<file path="config.mk">
export PLATFORM = sky130hd
export DESIGN_NAME = ccb_bank
export DESIGN_NICKNAME = d
export VERILOG_FILES = /design/src/ccb_pkg.sv /design/src/ccb_qual_timer.sv /design/src/ccb_bank.sv
export SDC_FILE = /design/constraint.sdc
export NUM_CORES = 1
export LEC_CHECK = 0
export BUFFER_PORTS_ARGS = -buffer_cell sky130_fd_sc_hd__buf_2
export CAP_MARGIN = 10
export CORE_MARGIN = 2
export CORE_UTILIZATION = 43
export DETAILED_ROUTE_END_ITERATION = 6
export GPL_TIMING_DRIVEN = 0
export PLACE_DENSITY = 0.57
export SYNTH_ARGS = -nofsm -noshare
export SYNTH_HDL_FRONTEND = slang
export SYNTH_SLANG_ARGS = --single-unit
</file>
<file path="constraint.sdc">
create_clock -name sys_clk_i -period 3.3 [get_ports sys_clk_i]
set_input_delay 0.66 -clock sys_clk_i [delete_from_list [all_inputs] [get_ports sys_clk_i]]
set_output_delay 0.66 -clock sys_clk_i [all_outputs]
set_load 0.05 [all_outputs]
</file>
<file path="src/ccb_pkg.sv">
/*
  Shared constants and carrier types for the charger control register bank.
  Assumes a single 250 MHz system clock; all times are turned into cycles.
*/
package ccb_pkg;

  // Clock period in nanoseconds
  localparam int CLK_PERIOD_NS = 4;

  // Command codes of the two configuration words
  localparam logic [7:0] CMD_CTRL_A = 8'h3C;
  localparam logic [7:0] CMD_CTRL_B = 8'h3D;

  // Reset values
  localparam logic [15:0] CTRL_A_RESET = 16'h0000;
  localparam logic [15:0] CTRL_B_RESET = 16'h0000;

  // First control word field positions
  localparam int A_FREQ_LSB = 7;
  localparam int A_TURBO_DIS = 6;
  localparam int A_MON_DIS = 5;
  localparam int A_MON_SEL = 4;
  localparam int A_SYSTEM_POWER_MONITOR_EN = 3;
  localparam int A_RAIL_DIS = 2;
  localparam int A_LOWRAIL_LSB = 0;

  // Second control word field positions
  localparam int B_TRICKLE_LSB = 14;
  localparam int B_OTG_FAST = 13;
  localparam int B_TWO_LEVEL = 12;
  localparam int B_GATE_FAST = 11;
  localparam int B_DEB_LSB = 9;
  localparam int B_DUR_LSB = 6;
  localparam int B_OTG_GATE_OFF = 5;
  localparam int B_CMP_REF_HI = 4;
  localparam int B_CMP_DIS = 3;
  localparam int B_CMP_INV = 2;
  localparam int B_GOCP_DIS = 1;
  localparam int B_SYSTEM_POWER_MONITOR_GAIN_LO = 0;

  // Low-rail threshold code forced for single-cell packs (2.4 V)
  localparam logic [2:0] LOWRAIL_1CELL = 3'h4;

  // Times in nanoseconds, as printed
  localparam int T_1300MS_NS = 1300000000;
  localparam int T_150MS_NS = 150000000;
  localparam int T_20MS_NS = 20000000;
  localparam int T_15MS_NS = 15000000;
  localparam int T_10MS_NS = 10000000;
  localparam int T_5MS_NS = 5000000;
  localparam int T_1MS_NS = 1000000;
  localparam int T_500US_NS = 500000;
  localparam int T_100US_NS = 100000;
  localparam int T_10US_NS = 10000;
  localparam int T_0S_NS = 0;

  // Least time to cycles, rounded up, never below one cycle
  function automatic int ccb_cycles(input int t_ns);
    int c;
    c = (t_ns + CLK_PERIOD_NS - 1) / CLK_PERIOD_NS;
    return (c < 1) ? 1 : c;
  endfunction

  // Fixed low-rail debounce count
  localparam int LOWRAIL_DEB_CYC = ccb_cycles(T_10US_NS);

  // Decoded configuration towards the analog side
  typedef struct packed {
    logic       freq_override;
    logic [2:0] freq_code;
    logic       turbo_en;
    logic       monitor_en;
    logic       monitor_sel_battery_discharge_monitor;
    logic       system_power_monitor_en;
    logic       converter_switch_en;
    logic       battery_switch_gate_force_on;
    logic [2:0] low_rail_thr_code;
    logic [1:0] trickle_code;
    logic       two_level_en;
    logic       cmp_ref_hi;
    logic       cmp_en;
    logic       gocp_en;
    logic       system_power_monitor_gain_low;
  } ccb_cfg_s;

  // Block state shown to the system
  typedef struct packed {
    logic otg_active;
    logic adapter_gate_on;
    logic throttle_active;
    logic ac_qualified;
    logic dc_qualified;
    logic lr_qualified;
    logic first_insert_pending;
  } ccb_status_s;

endpackage

</file>
<file path="src/ccb_qual_timer.sv">
/*
  Qualification timer: reports that a condition has held for a count.
  Assumes cond_i and limit_i are synchronous to sys_clk_i.
*/
`timescale 1ns/1ns
module ccb_qual_timer #(
  parameter int CW = 32
) (
  input wire logic sys_clk_i,
  input wire logic reset_n_i,
  input wire logic clk_en_i,
  input wire logic cond_i,
  input wire logic [CW-1:0] limit_i,
  output logic done_o
);

  logic [CW-1:0] cnt_reg; // Cycles the condition has held
  logic [CW-1:0] lim_reg; // Limit captured at interval start
  logic run_reg; // Interval in progress
  logic [CW-1:0] cnt_next;

  // Next count value
  assign cnt_next = CW'(cnt_reg + 1'b1);

  // Count while the condition holds, restart when it drops
  always_ff @(posedge sys_clk_i) begin
    if (!reset_n_i) begin
      cnt_reg <= '0;
      lim_reg <= '0;
      run_reg <= 1'b0;
      done_o <= 1'b0;
    end else if (clk_en_i) begin
      if (!cond_i) begin
        // Condition gone: abandon interval
        cnt_reg <= '0;
        run_reg <= 1'b0;
        done_o <= 1'b0;
      end else if (!run_reg) begin
        // New interval keeps the setting seen now
        run_reg <= 1'b1;
        lim_reg <= limit_i;
        cnt_reg <= CW'(1);
        done_o <= (limit_i <= CW'(1));
      end else if (!done_o) begin
        // Running on the captured limit
        cnt_reg <= cnt_next;
        done_o <= (cnt_next >= lim_reg);
      end
    end
  end

endmodule

</file>
<file path="src/ccb_bank.sv">
/*
  Charger control register bank: two configuration words written by the
  host, decoded settings, throttle qualification, adapter gate and OTG
  enable delays. Assumes a word-level front end that delivers whole
  write-word and read-word commands, and analog comparators whose results
  arrive as levels synchronous to sys_clk_i.
*/
// Behaviour
// - Frequency code 000 keeps pin-set, else override
// - Turbo bit low enables battery gate turbo
// - Adapter present forces monitors on, bit ignored
// - Monitor select: zero adapter, one discharge
// - System power monitor enabled when bit set
// - Rail bit stops switching, holds battery gate
// - Low-rail threshold codes 6.0 to 6.9 volts
// - Single cell fixes low-rail threshold 2.4V
// - Trickle code selects 256,128,64,512 mA
// - OTG enable debounce 1.3s or 150ms
// - Two-level adapter limit enabled when set
// - Adapter gate delay 1.3s or 150ms
// - Insertions 150ms until first gate turn-off after reset
// - Adapter/discharge throttle debounce by code
// - Low-rail throttle fixed 10us debounce
// - Throttle minimum hold time by code
// - OTG mode: gate on unless bit set
// - Comparator reference 1.2V or 2V
// - Comparator enabled when bit is zero
// - Comparator output polarity by bit
// - Gross overcurrent protection enabled when zero
// - Power monitor gain 1.44 or 0.36
`timescale 1ns/1ns
module ccb_bank
  import ccb_pkg::*;
#(
  parameter int CW = 32,
  // OTG debounce in cycles: index 1 short, index 0 long
  parameter logic [1:0][31:0] OTG_CYC = {
    32'(ccb_cycles(T_150MS_NS)), 32'(ccb_cycles(T_1300MS_NS))},
  // Adapter gate delay in cycles: index 1 short, index 0 long
  parameter logic [1:0][31:0] GATE_CYC = {
    32'(ccb_cycles(T_150MS_NS)), 32'(ccb_cycles(T_1300MS_NS))},
  // Throttle debounce in cycles, indexed by code
  parameter logic [3:0][31:0] DEB_CYC = {
    32'(ccb_cycles(T_1MS_NS)), 32'(ccb_cycles(T_500US_NS)),
    32'(ccb_cycles(T_100US_NS)), 32'(ccb_cycles(T_10US_NS))},
  // Throttle minimum hold in cycles, indexed by code
  parameter logic [7:0][31:0] DUR_CYC = {
    32'(ccb_cycles(T_0S_NS)), 32'(ccb_cycles(T_100US_NS)),
    32'(ccb_cycles(T_500US_NS)), 32'(ccb_cycles(T_1MS_NS)),
    32'(ccb_cycles(T_5MS_NS)), 32'(ccb_cycles(T_15MS_NS)),
    32'(ccb_cycles(T_20MS_NS)), 32'(ccb_cycles(T_10MS_NS))}
) (
  input wire logic sys_clk_i,
  input wire logic reset_n_i,
  input wire logic clk_en_i,
  input wire logic wr_valid_i,
  input wire logic rd_valid_i,
  input wire logic [7:0] cmd_code_i,
  input wire logic [15:0] wr_data_i,
  output logic [15:0] rd_data_o,
  output logic ack_o,
  output logic nack_o,
  input wire logic adapter_present_i,
  input wire logic single_cell_i,
  input wire logic otg_request_i,
  input wire logic adapter_current_over_i,
  input wire logic battery_discharge_over_i,
  input wire logic low_rail_under_i,
  input wire logic comparator_above_i,
  input wire logic throttle_pin_i,
  output logic throttle_pin_o,
  output logic throttle_pin_oe_o,
  output logic throttle_pin_level_o,
  output logic comparator_output_o,
  output ccb_cfg_s cfg_o,
  output ccb_status_s status_o
);

  logic [15:0] ctrl_a_reg; // First control word
  logic [15:0] ctrl_b_reg; // Second control word
  logic throttle_reg; // Throttle asserted
  logic gate_on_reg; // Adapter switch gate drive
  logic first_reg; // No gate turn-off seen since reset
  logic cmp_reg; // Comparator output drive
  logic pin_reg; // Sampled throttle pin level
  logic ac_q, dc_q, lr_q, any_q; // Qualified throttle sources
  logic hold_done; // Minimum hold elapsed
  logic gate_q; // Adapter insertion qualified
  logic otg_q; // OTG request qualified
  logic gate_next; // Next gate drive
  logic [CW-1:0] deb_lim, dur_lim, gate_lim, otg_lim; // Timer limits

  // Host command port: write-word and read-word by command code
  always_ff @(posedge sys_clk_i) begin
    if (!reset_n_i) begin
      ctrl_a_reg <= CTRL_A_RESET;
      ctrl_b_reg <= CTRL_B_RESET;
      rd_data_o <= 16'h0000;
      ack_o <= 1'b0;
      nack_o <= 1'b0;
    end else if (clk_en_i) begin
      ack_o <= 1'b0;
      nack_o <= 1'b0;
      if (wr_valid_i || rd_valid_i) begin
        unique case (cmd_code_i)
          CMD_CTRL_A: begin
            // Word lands whole on the first control word
            if (wr_valid_i) ctrl_a_reg <= wr_data_i;
            rd_data_o <= wr_valid_i ? rd_data_o : ctrl_a_reg;
            ack_o <= 1'b1;
          end
          CMD_CTRL_B: begin
            // Word lands whole on the second control word
            if (wr_valid_i) ctrl_b_reg <= wr_data_i;
            rd_data_o <= wr_valid_i ? rd_data_o : ctrl_b_reg;
            ack_o <= 1'b1;
          end
          default: begin
            // Unknown code: refused, nothing stored
            nack_o <= 1'b1;
          end
        endcase
      end
    end
  end

  // Decoded settings of the first word
  always_comb begin
    cfg_o.freq_code = ctrl_a_reg[A_FREQ_LSB +: 3];
    cfg_o.freq_override = (ctrl_a_reg[A_FREQ_LSB +: 3] != 3'h0);
    cfg_o.turbo_en = !ctrl_a_reg[A_TURBO_DIS];
    cfg_o.monitor_en = adapter_present_i || !ctrl_a_reg[A_MON_DIS];
    cfg_o.monitor_sel_battery_discharge_monitor = ctrl_a_reg[A_MON_SEL];
    cfg_o.system_power_monitor_en = ctrl_a_reg[A_SYSTEM_POWER_MONITOR_EN];
    cfg_o.converter_switch_en = !ctrl_a_reg[A_RAIL_DIS];
    cfg_o.battery_switch_gate_force_on = ctrl_a_reg[A_RAIL_DIS];
    // Single cell overrides the selectable threshold
    if (single_cell_i) begin
      cfg_o.low_rail_thr_code = LOWRAIL_1CELL;
    end else begin
      cfg_o.low_rail_thr_code = {1'b0, ctrl_a_reg[A_LOWRAIL_LSB +: 2]};
    end
    // Decoded settings of the second word
    cfg_o.trickle_code = ctrl_b_reg[B_TRICKLE_LSB +: 2];
    cfg_o.two_level_en = ctrl_b_reg[B_TWO_LEVEL];
    cfg_o.cmp_ref_hi = ctrl_b_reg[B_CMP_REF_HI];
    cfg_o.cmp_en = !ctrl_b_reg[B_CMP_DIS];
    cfg_o.gocp_en = !ctrl_b_reg[B_GOCP_DIS];
    cfg_o.system_power_monitor_gain_low = ctrl_b_reg[B_SYSTEM_POWER_MONITOR_GAIN_LO];
  end

  // Throttle debounce length by code
  always_comb begin
    unique case (ctrl_b_reg[B_DEB_LSB +: 2])
      2'h0: deb_lim = CW'(DEB_CYC[0]);
      2'h1: deb_lim = CW'(DEB_CYC[1]);
      2'h2: deb_lim = CW'(DEB_CYC[2]);
      2'h3: deb_lim = CW'(DEB_CYC[3]);
    endcase
  end

  // Throttle minimum hold by code
  always_comb begin
    unique case (ctrl_b_reg[B_DUR_LSB +: 3])
      3'h0: dur_lim = CW'(DUR_CYC[0]);
      3'h1: dur_lim = CW'(DUR_CYC[1]);
      3'h2: dur_lim = CW'(DUR_CYC[2]);
      3'h3: dur_lim = CW'(DUR_CYC[3]);
      3'h4: dur_lim = CW'(DUR_CYC[4]);
      3'h5: dur_lim = CW'(DUR_CYC[5]);
      3'h6: dur_lim = CW'(DUR_CYC[6]);
      3'h7: dur_lim = CW'(DUR_CYC[7]);
    endcase
  end

  // Gate delay: short on first insertion, else by bit
  assign gate_lim = (first_reg || ctrl_b_reg[B_GATE_FAST]) ?
    CW'(GATE_CYC[1]) : CW'(GATE_CYC[0]);
  // OTG enable debounce by bit
  assign otg_lim = ctrl_b_reg[B_OTG_FAST] ?
    CW'(OTG_CYC[1]) : CW'(OTG_CYC[0]);

  // Adapter current throttle qualification
  ccb_qual_timer #(.CW(CW)) u_ac_deb (
    .sys_clk_i(sys_clk_i), .reset_n_i(reset_n_i), .clk_en_i(clk_en_i),
    .cond_i(adapter_current_over_i), .limit_i(deb_lim), .done_o(ac_q));
  // Battery discharge throttle qualification
  ccb_qual_timer #(.CW(CW)) u_dc_deb (
    .sys_clk_i(sys_clk_i), .reset_n_i(reset_n_i), .clk_en_i(clk_en_i),
    .cond_i(battery_discharge_over_i), .limit_i(deb_lim), .done_o(dc_q));
  // Low-rail throttle, fixed debounce
  ccb_qual_timer #(.CW(CW)) u_lr_deb (
    .sys_clk_i(sys_clk_i), .reset_n_i(reset_n_i), .clk_en_i(clk_en_i),
    .cond_i(low_rail_under_i), .limit_i(CW'(LOWRAIL_DEB_CYC)),
    .done_o(lr_q));
  // Minimum hold since throttle assertion
  ccb_qual_timer #(.CW(CW)) u_hold (
    .sys_clk_i(sys_clk_i), .reset_n_i(reset_n_i), .clk_en_i(clk_en_i),
    .cond_i(throttle_reg), .limit_i(dur_lim), .done_o(hold_done));
  // Adapter insertion to gate turn-on
  ccb_qual_timer #(.CW(CW)) u_gate (
    .sys_clk_i(sys_clk_i), .reset_n_i(reset_n_i), .clk_en_i(clk_en_i),
    .cond_i(adapter_present_i), .limit_i(gate_lim), .done_o(gate_q));
  // OTG enable command debounce
  ccb_qual_timer #(.CW(CW)) u_otg (
    .sys_clk_i(sys_clk_i), .reset_n_i(reset_n_i), .clk_en_i(clk_en_i),
    .cond_i(otg_request_i), .limit_i(otg_lim), .done_o(otg_q));

  assign any_q = ac_q || dc_q || lr_q;

  // Throttle: set by any source, released after hold and clear
  always_ff @(posedge sys_clk_i) begin
    if (!reset_n_i) begin
      throttle_reg <= 1'b0;
    end else if (clk_en_i) begin
      if (any_q) begin
        throttle_reg <= 1'b1;
      end else if (hold_done) begin
        throttle_reg <= 1'b0;
      end
    end
  end

  // Gate drive: OTG setting wins over insertion delay
  assign gate_next = otg_q ? !ctrl_b_reg[B_OTG_GATE_OFF] : gate_q;

  // Adapter gate drive and first-insertion memory
  always_ff @(posedge sys_clk_i) begin
    if (!reset_n_i) begin
      gate_on_reg <= 1'b0;
      first_reg <= 1'b1;
    end else if (clk_en_i) begin
      gate_on_reg <= gate_next;
      // First turn-off ends the forced short delay
      if (gate_on_reg && !gate_next) first_reg <= 1'b0;
    end
  end

  // Comparator output with polarity, low while disabled
  always_ff @(posedge sys_clk_i) begin
    if (!reset_n_i) begin
      cmp_reg <= 1'b0;
      pin_reg <= 1'b1;
    end else if (clk_en_i) begin
      cmp_reg <= cfg_o.cmp_en &&
        (comparator_above_i ^ ctrl_b_reg[B_CMP_INV]);
      pin_reg <= throttle_pin_i;
    end
  end

  // Open-drain throttle pin pulls low while asserted
  assign throttle_pin_o = 1'b0;
  assign throttle_pin_oe_o = throttle_reg;
  assign throttle_pin_level_o = pin_reg;
  assign comparator_output_o = cmp_reg;

  // Status outward
  assign status_o.otg_active = otg_q;
  assign status_o.adapter_gate_on = gate_on_reg;
  assign status_o.throttle_active = throttle_reg;
  assign status_o.ac_qualified = ac_q;
  assign status_o.dc_qualified = dc_q;
  assign status_o.lr_qualified = lr_q;
  assign status_o.first_insert_pending = first_reg;

  // Enabled cycles the low-rail condition has held, for the checks
  logic [CW-1:0] lr_run_reg;
  always_ff @(posedge sys_clk_i) begin
    if (!reset_n_i) begin
      lr_run_reg <= '0;
    end else if (clk_en_i) begin
      lr_run_reg <= low_rail_under_i ? CW'(lr_run_reg + 1'b1) : '0;
    end
  end
endmodule

</file>
* After elaboration in Yosys (flattened, before gate mapping)
Memory sizes are Yosys's and may differ from the RTL's. A register that Yosys moved wholly into a read port is not among the register bits.
Cells that the tools add are included.
** Operators by class
- $add $sub $neg :: 6
- Multiplexer cells :: 58
- Reductions and logical operators :: 36
- Shift-type cells :: 0
- Bitwise operators :: 7
- Equality and inequality tests :: 13
- Multiply operators :: 0
- Div/mod/pow operators :: 0
- Order comparisons :: 10
** Operators with widths (number)
- $mux W32 :: 18
- $add A32 B1 Y32 const B :: 6
- $ge A32 B32 Y1 :: 5
- $pmux W32 S4 :: 1
- $le A32 B1 Y1 const B :: 2
- $le A29 B1 Y1 const B :: 2
- $mux W29 :: 2
- $ge A32 B12 Y1 :: 1
- $mux W16 :: 2
- $pmux W16 S2 :: 1
- $mux W1 :: 31
- $ne A3 B3 Y1 const B :: 6
- $reduce_and A3 Y1 :: 6
- $eq A8 B6 Y1 const B :: 2
- $reduce_and A2 Y1 :: 8
- $mux W3 :: 3
- $reduce_and A4 Y1 :: 2
- $logic_not A1 Y1 :: 7
- $not A1 Y1 :: 6
- $logic_or A1 B1 Y1 :: 5
- $reduce_and A5 Y1 :: 1
- $eq A2 B2 Y1 const B :: 2
- $ne A2 B2 Y1 const B :: 2
- $reduce_bool A2 Y1 :: 2
- 6 further kinds :: 7
** Storage, ports and cells
- Memories :: 1
- Output and inout bits :: 49
- Word-level logic and storage cells :: 165
- Flip-flop bits (word level) :: 420
- Memory bits (writable) :: 0
- Memory bits (read-only) :: 168
- Bits of input ports :: 37
- Bits in latches :: 0
** Memories
- (no name shown) :: depth 8, bits a word 21, rd ports 1, clocked after memory_dff 1, write ports 0, line ccb_bank.sv:164 : unique case (ctrl_b_reg[B_DUR_LSB +: 3])

* Depth between registers and ports, before layout
- Depth in word-level cells :: 5
- Depth in mapped cells :: 15
- Depth with buffers taken out :: 14

* Modules after synthesis
Synthesis repeated with hierarchy kept, for this count alone.
** Unflattened totals
- Cells, all modules :: 3500
- Area total of the unflattened synthesis :: 27846.7 um^2
** Modules (own cells, without submodules)
- ccb_qual_timer :: times used 6, cells an instance 525, seq. area each 1321.3 um^2, area an instance 4081.4 um^2
- ccb_bank :: times used 1, cells an instance 350, seq. area each 1501.4 um^2, area an instance 3358.2 um^2

* Worst setup path after synthesis
Ideal clock, no wire load.
- Path type :: reg-to-reg
- Start :: register u_hold.cnt_reg[0]
- End :: register u_hold.done_o
- Required time :: 3.169 ns
- Library setup time :: 0.131 ns
- Buffers on the path :: 0
- Slack :: -0.069 ns
- Arrival :: 3.238 ns
- Period minus slack after synthesis :: 3.369 ns
- Stages on the path, launching flop included :: 13
- Cell sequence :: dfxtp_1 -> ha_1 -> nand3_1 -> or4b_1 -> nor3_2 -> xor2_1 -> ha_1 -> o21a_1 -> o21ai_0 -> a21oi_1 -> or4b_2 -> nor4_1 -> a31oi_1
** On the way
- Word-level cells in the longest chain between the ends :: 5
** RTL lines
- from (decl) :: line ccb_qual_timer.sv:17 : logic [CW-1:0] cnt_reg;
- from (signal assigned) :: line ccb_qual_timer.sv:46 : cnt_reg <= cnt_next;
- $add A32 B1 Y32 :: line ccb_qual_timer.sv:23 : assign cnt_next = CW'(cnt_reg + 1'b1);
- $ge A32 B32 Y1 :: line ccb_qual_timer.sv:47 : done_o <= (cnt_next >= lim_reg);
- $mux W1 :: line ccb_qual_timer.sv:44 : end else if (!done_o) begin
- $mux W1 :: line ccb_qual_timer.sv:38 : end else if (!run_reg) begin
- $mux W1 :: line ccb_qual_timer.sv:33 : if (!cond_i) begin
- to (signal assigned) :: line ccb_qual_timer.sv:43 : done_o <= (limit_i <= CW'(1));
- to (signal assigned) :: line ccb_qual_timer.sv:47
- to (decl) :: line ccb_qual_timer.sv:14 : output logic done_o
No other way between the ends.
A chain may end at the register's enable or synchronous reset.

* Worst setup path in the final report
- Start :: register u_hold.cnt_reg[6]
- End :: register u_hold.done_o
Same word-level chain as after synthesis.

==> impl_results.md <==
- Grt total ovfl: 0
- TritonCTS clock tree: done
- Arrival @ worst endpoint: 3.73 ns
- RePlAce Congestion: ~0.89
- WS Path Type: flip-flop to flip-flop
- Final setup fails: 1
- Top Ports: 86
- CP peak stage delay: approximately 0.6 ns
- WL final: 63,000 microns
- Vias per inst: 5.78
- Max IR drop VDD: 275 uV
- # nets final: 2,765
- Critical Path Fanout Max: 6
- Final core occ: about 50%
- Fmax: ~0.30 GHz
- CP Buf/Inv Count: 0
- Post-synth top flop: dfxtp_1
- Layout cell share with drive strength beyond 1: 11.6%
- Initial Util: 43.5%
- Final worst clock skew: 0.0142 ns
- Distinct cells, synth: just under 80
- PwrDens: 408 nW/um^2
- Max-Cap Viols: 0
- Failing checks: negative setup slack
- Cts hold-fix bufs: 0
- Worst r2r src: u_hold.cnt_reg[6]$_SDFFE_PN0P_
- Largest net degree at the start of global routing: 13
- # DRC: 0
- Site row count: 77
- Number of synthesized flops with an enable pin: 0
- Uppermost layer routed: met4
- Period utilisation layout: 100%
- Metal3 WL: 3610 microns
- Data required time of the critical path: 3.72 ns
- Final Power: between 9 and 10 mW
- Area added between synthesis and finish: 15.2%
- I/O Buffers: 83
- CTS Buf Count: 41
- HP Class: primary input to flip-flop
- Synth top area share: 33.8%
- Largest family of logic cells by synthesized area: simple AND/OR/NAND/NOR gates
- # fillers: around 4,400
- Mux share of post-synthesis cell area: 2.68%
- Mapped Area: 19,200 sq um
- Cell area after layout: between 20,000 and 25,000 sq um
- Wire length on met2: around 29,000 microns
- Final hold vios: 0
- DRT Pass-1 Iters: 6
- Crit path cell chain: nand2_1 > or4b_4 > nor3_4 > xor2_2 > ha_1 > o21a_1 > o21ai_2 > a21oi_1 > or4b_4 > nor4_4 > a31oi_1
- Final min period: 3.30 ns
- Post-Synth XOR/XNOR Area: 5.93%
- Post-synth top area cell: dfxtp_1
- Rel. slew slack: 16.9%
- CP top delay family: simple AND/OR/NAND/NOR gates
- Synthesized-area fraction occupied by adder cells: 6.91%
- Unrepaired setup endpoints after global routing: yes
- Syn_area_per_cell: 7.76 sq um
- Synth Area in Simple Gates: 27.3%
- Wirelength per Cell: 19.4 microns
- Hold Path Sink: throttle_pin_level_o$_SDFFE_PN1P_
- Status: finished, violations left
- CTS Root Cell: clkbuf_16
- Warnings, synthesis: 0
- Worst hold start: throttle_pin_i
- Clk slew on worst S/H paths: around 0.060 ns
- First-pass GRT wire length: 97,500 microns
- Reg-to-Reg End: u_hold.done_o$_SDFFE_PN0P_
- Compound-Gate Fraction of Synth Area: 18.0%
- DRT antenna net count: 0
- Die Wd: 215 microns
- Clk_lat worst skew: 0.56 ns
- Die area: 46,400 sq um
- R2R cell count: 11
- Worst path slowest cell: or4b_4
- PnR worst setup slack: -0.00389 ns
- Antenna violations before repair: 5
- Met1 Routed Length: about 29,000 microns
- Max H-tree Level: 2
- Core ar.: 44,100 sq um
- Post-DP HPWL: 44,900 microns
- Worst setup SP type: flip-flop
- Sink Count: between 300 and 400
- Slew @ Worst Pin: 1.25 ns
- Synth top area cells: dfxtp_1 34%, ha_1 6.9%, nor2_1 5.9%
- Hold Path Depth: 3
- Placed instance area: 20,400 sq um
- CP dominant cell by count: or4b_4
- Setup TNS: -0.00389 ns
- Post-synthesis net count: approximately 2,600
- Die Y-Extent: 215 microns
- FF+latch count, synth: 324
- Final Max Tran Viols: 0
- Clock Path Buffers: 3
- Post-synthesis sequential area ratio: 33.8%
- Post-synthesis cell count: 2,476
- Critical Path Sink Type: flip-flop
- Total track usage: 26.5%
- Number of global-route vias before repair: about 17,000
- Commonest cells in the netlist: 324 x dfxtp_1, 301 x nor2_1, 264 x nand2_1
- Post-synth ARST share: 0%
- Flop-to-flop setup slack: -0.004 ns
- DRT iter0 DRCs: 1,509
- Total number of vias: around 19,000
- Most numerous cell in the Yosys netlist: dfxtp_1
- Leakage: approximately 8.6 nW
metrics by stage:
stage / hold WS [ns] / setup slack, ns / std cells
5_1_grt: 0.331 / -0.120 / 3243
3_5_place_dp: 0.450 / -0.846 / 3151
4_1_cts: 0.296 / -0.229 / 3226
6_report: 0.326 / -0.00389 / 3244
2_1_floorplan: 0.417 / 0.00129 / 2476
3_3_place_gp: 0.445 / -0.862 / 3151
worst reg2reg max path: cells and delay by family (launching register included):
kind                     cells  cell delay, ns
flip-flops                   1            0.44
adder cells (fa/ha/maj)      1            0.26
AO/OA/AOI/OAI                4            0.52
AND/OR/NAND/NOR              5            1.75
XOR/XNOR                     1            0.20
metal layers:
metal | vias up | GRT usage, %
met2 | 556 | 43.2
met3 | 117 | 3.78
met5 | - | 0
met1 | 8978 | 36.0
li1 | 9115 | -
met4 | 0 | 8.74
timing repair:
item	4_1_cts	5_1_grt
pin swaps	4	16
resized for setup	21	56
setup buffers	5	19
endpoints found under the setup margin	12	13
report_power, final:
| part | internal [mW] | switching, mW | leakage [nW] |
|---|---|---|---|
| clock network | 2.75 | 1.80 | 0.654 |
| logic | 0.142 | 0.384 | 5.35 |
| registers | 3.94 | 0.0237 | 2.62 |
| total | 6.83 | 2.21 | 8.62 |
kinds of logic (layout without fill, tap and decap cells):
| group | after synthesis | count (layout) |
|---|---|---|
| and+or+nand+nor | 1052 | 1052 |
| AOI/OAI and AO/OA | 566 | 566 |
| DFF | 324 | 324 |
| buffers and inverters | 246 | 420 |
| xor gates and xnor gates | 130 | 130 |
| adders and majority gates | 106 | 106 |
| muxes | 51 | 51 |
| other | 1 | 3 |
cell usage in the layout (no fill, tap or decap), types with 43 or more instances in the layout:
master and count:
o21ai_0 119, nand2_1 264, mux2i_1 48, buf_4 46, buf_2 94, nor2_1 297, dfxtp_1 310, ha_1 103
nor3_1 87, and3_1 46, clkbuf_1 134, nand3_1 99, nand4_1 47, inv_1 74, clkbuf_16 43, a21oi_1 221
xnor2_1 83, a22oi_1 68
how the worst max path moves through the flow:
stage,start,cells past startpoint,to
after global routing,u_hold.cnt_reg[11]$_SDFFE_PN0P_,12,u_hold.done_o$_SDFFE_PN0P_
after CTS,u_hold.cnt_reg[8]$_SDFFE_PN0P_,12,u_hold.done_o$_SDFFE_PN0P_
final,u_hold.cnt_reg[6]$_SDFFE_PN0P_,11,u_hold.done_o$_SDFFE_PN0P_
after global placement,clk_en_i,7,throttle_pin_oe_o$_SDFFE_PN0P_
after floorplan,u_hold.cnt_reg[0]$_SDFFE_PN0P_,12,u_hold.done_o$_SDFFE_PN0P_
after detailed placement,clk_en_i,7,throttle_pin_oe_o$_SDFFE_PN0P_
layout make-up:
class,instances,area (sq um),area share (%)
antenna,2,5.00,0.0226
buffer,167,762,3.44
clock buffer,61,1200,5.44
clock inverter,10,131,0.594
inverter,75,282,1.27
multi-input combinational,1906,11900,53.8
sequential,324,6510,29.4
tap,592,741,3.35
timing repair buffer,107,596,2.69
Power figures use the tool's default switching activity.
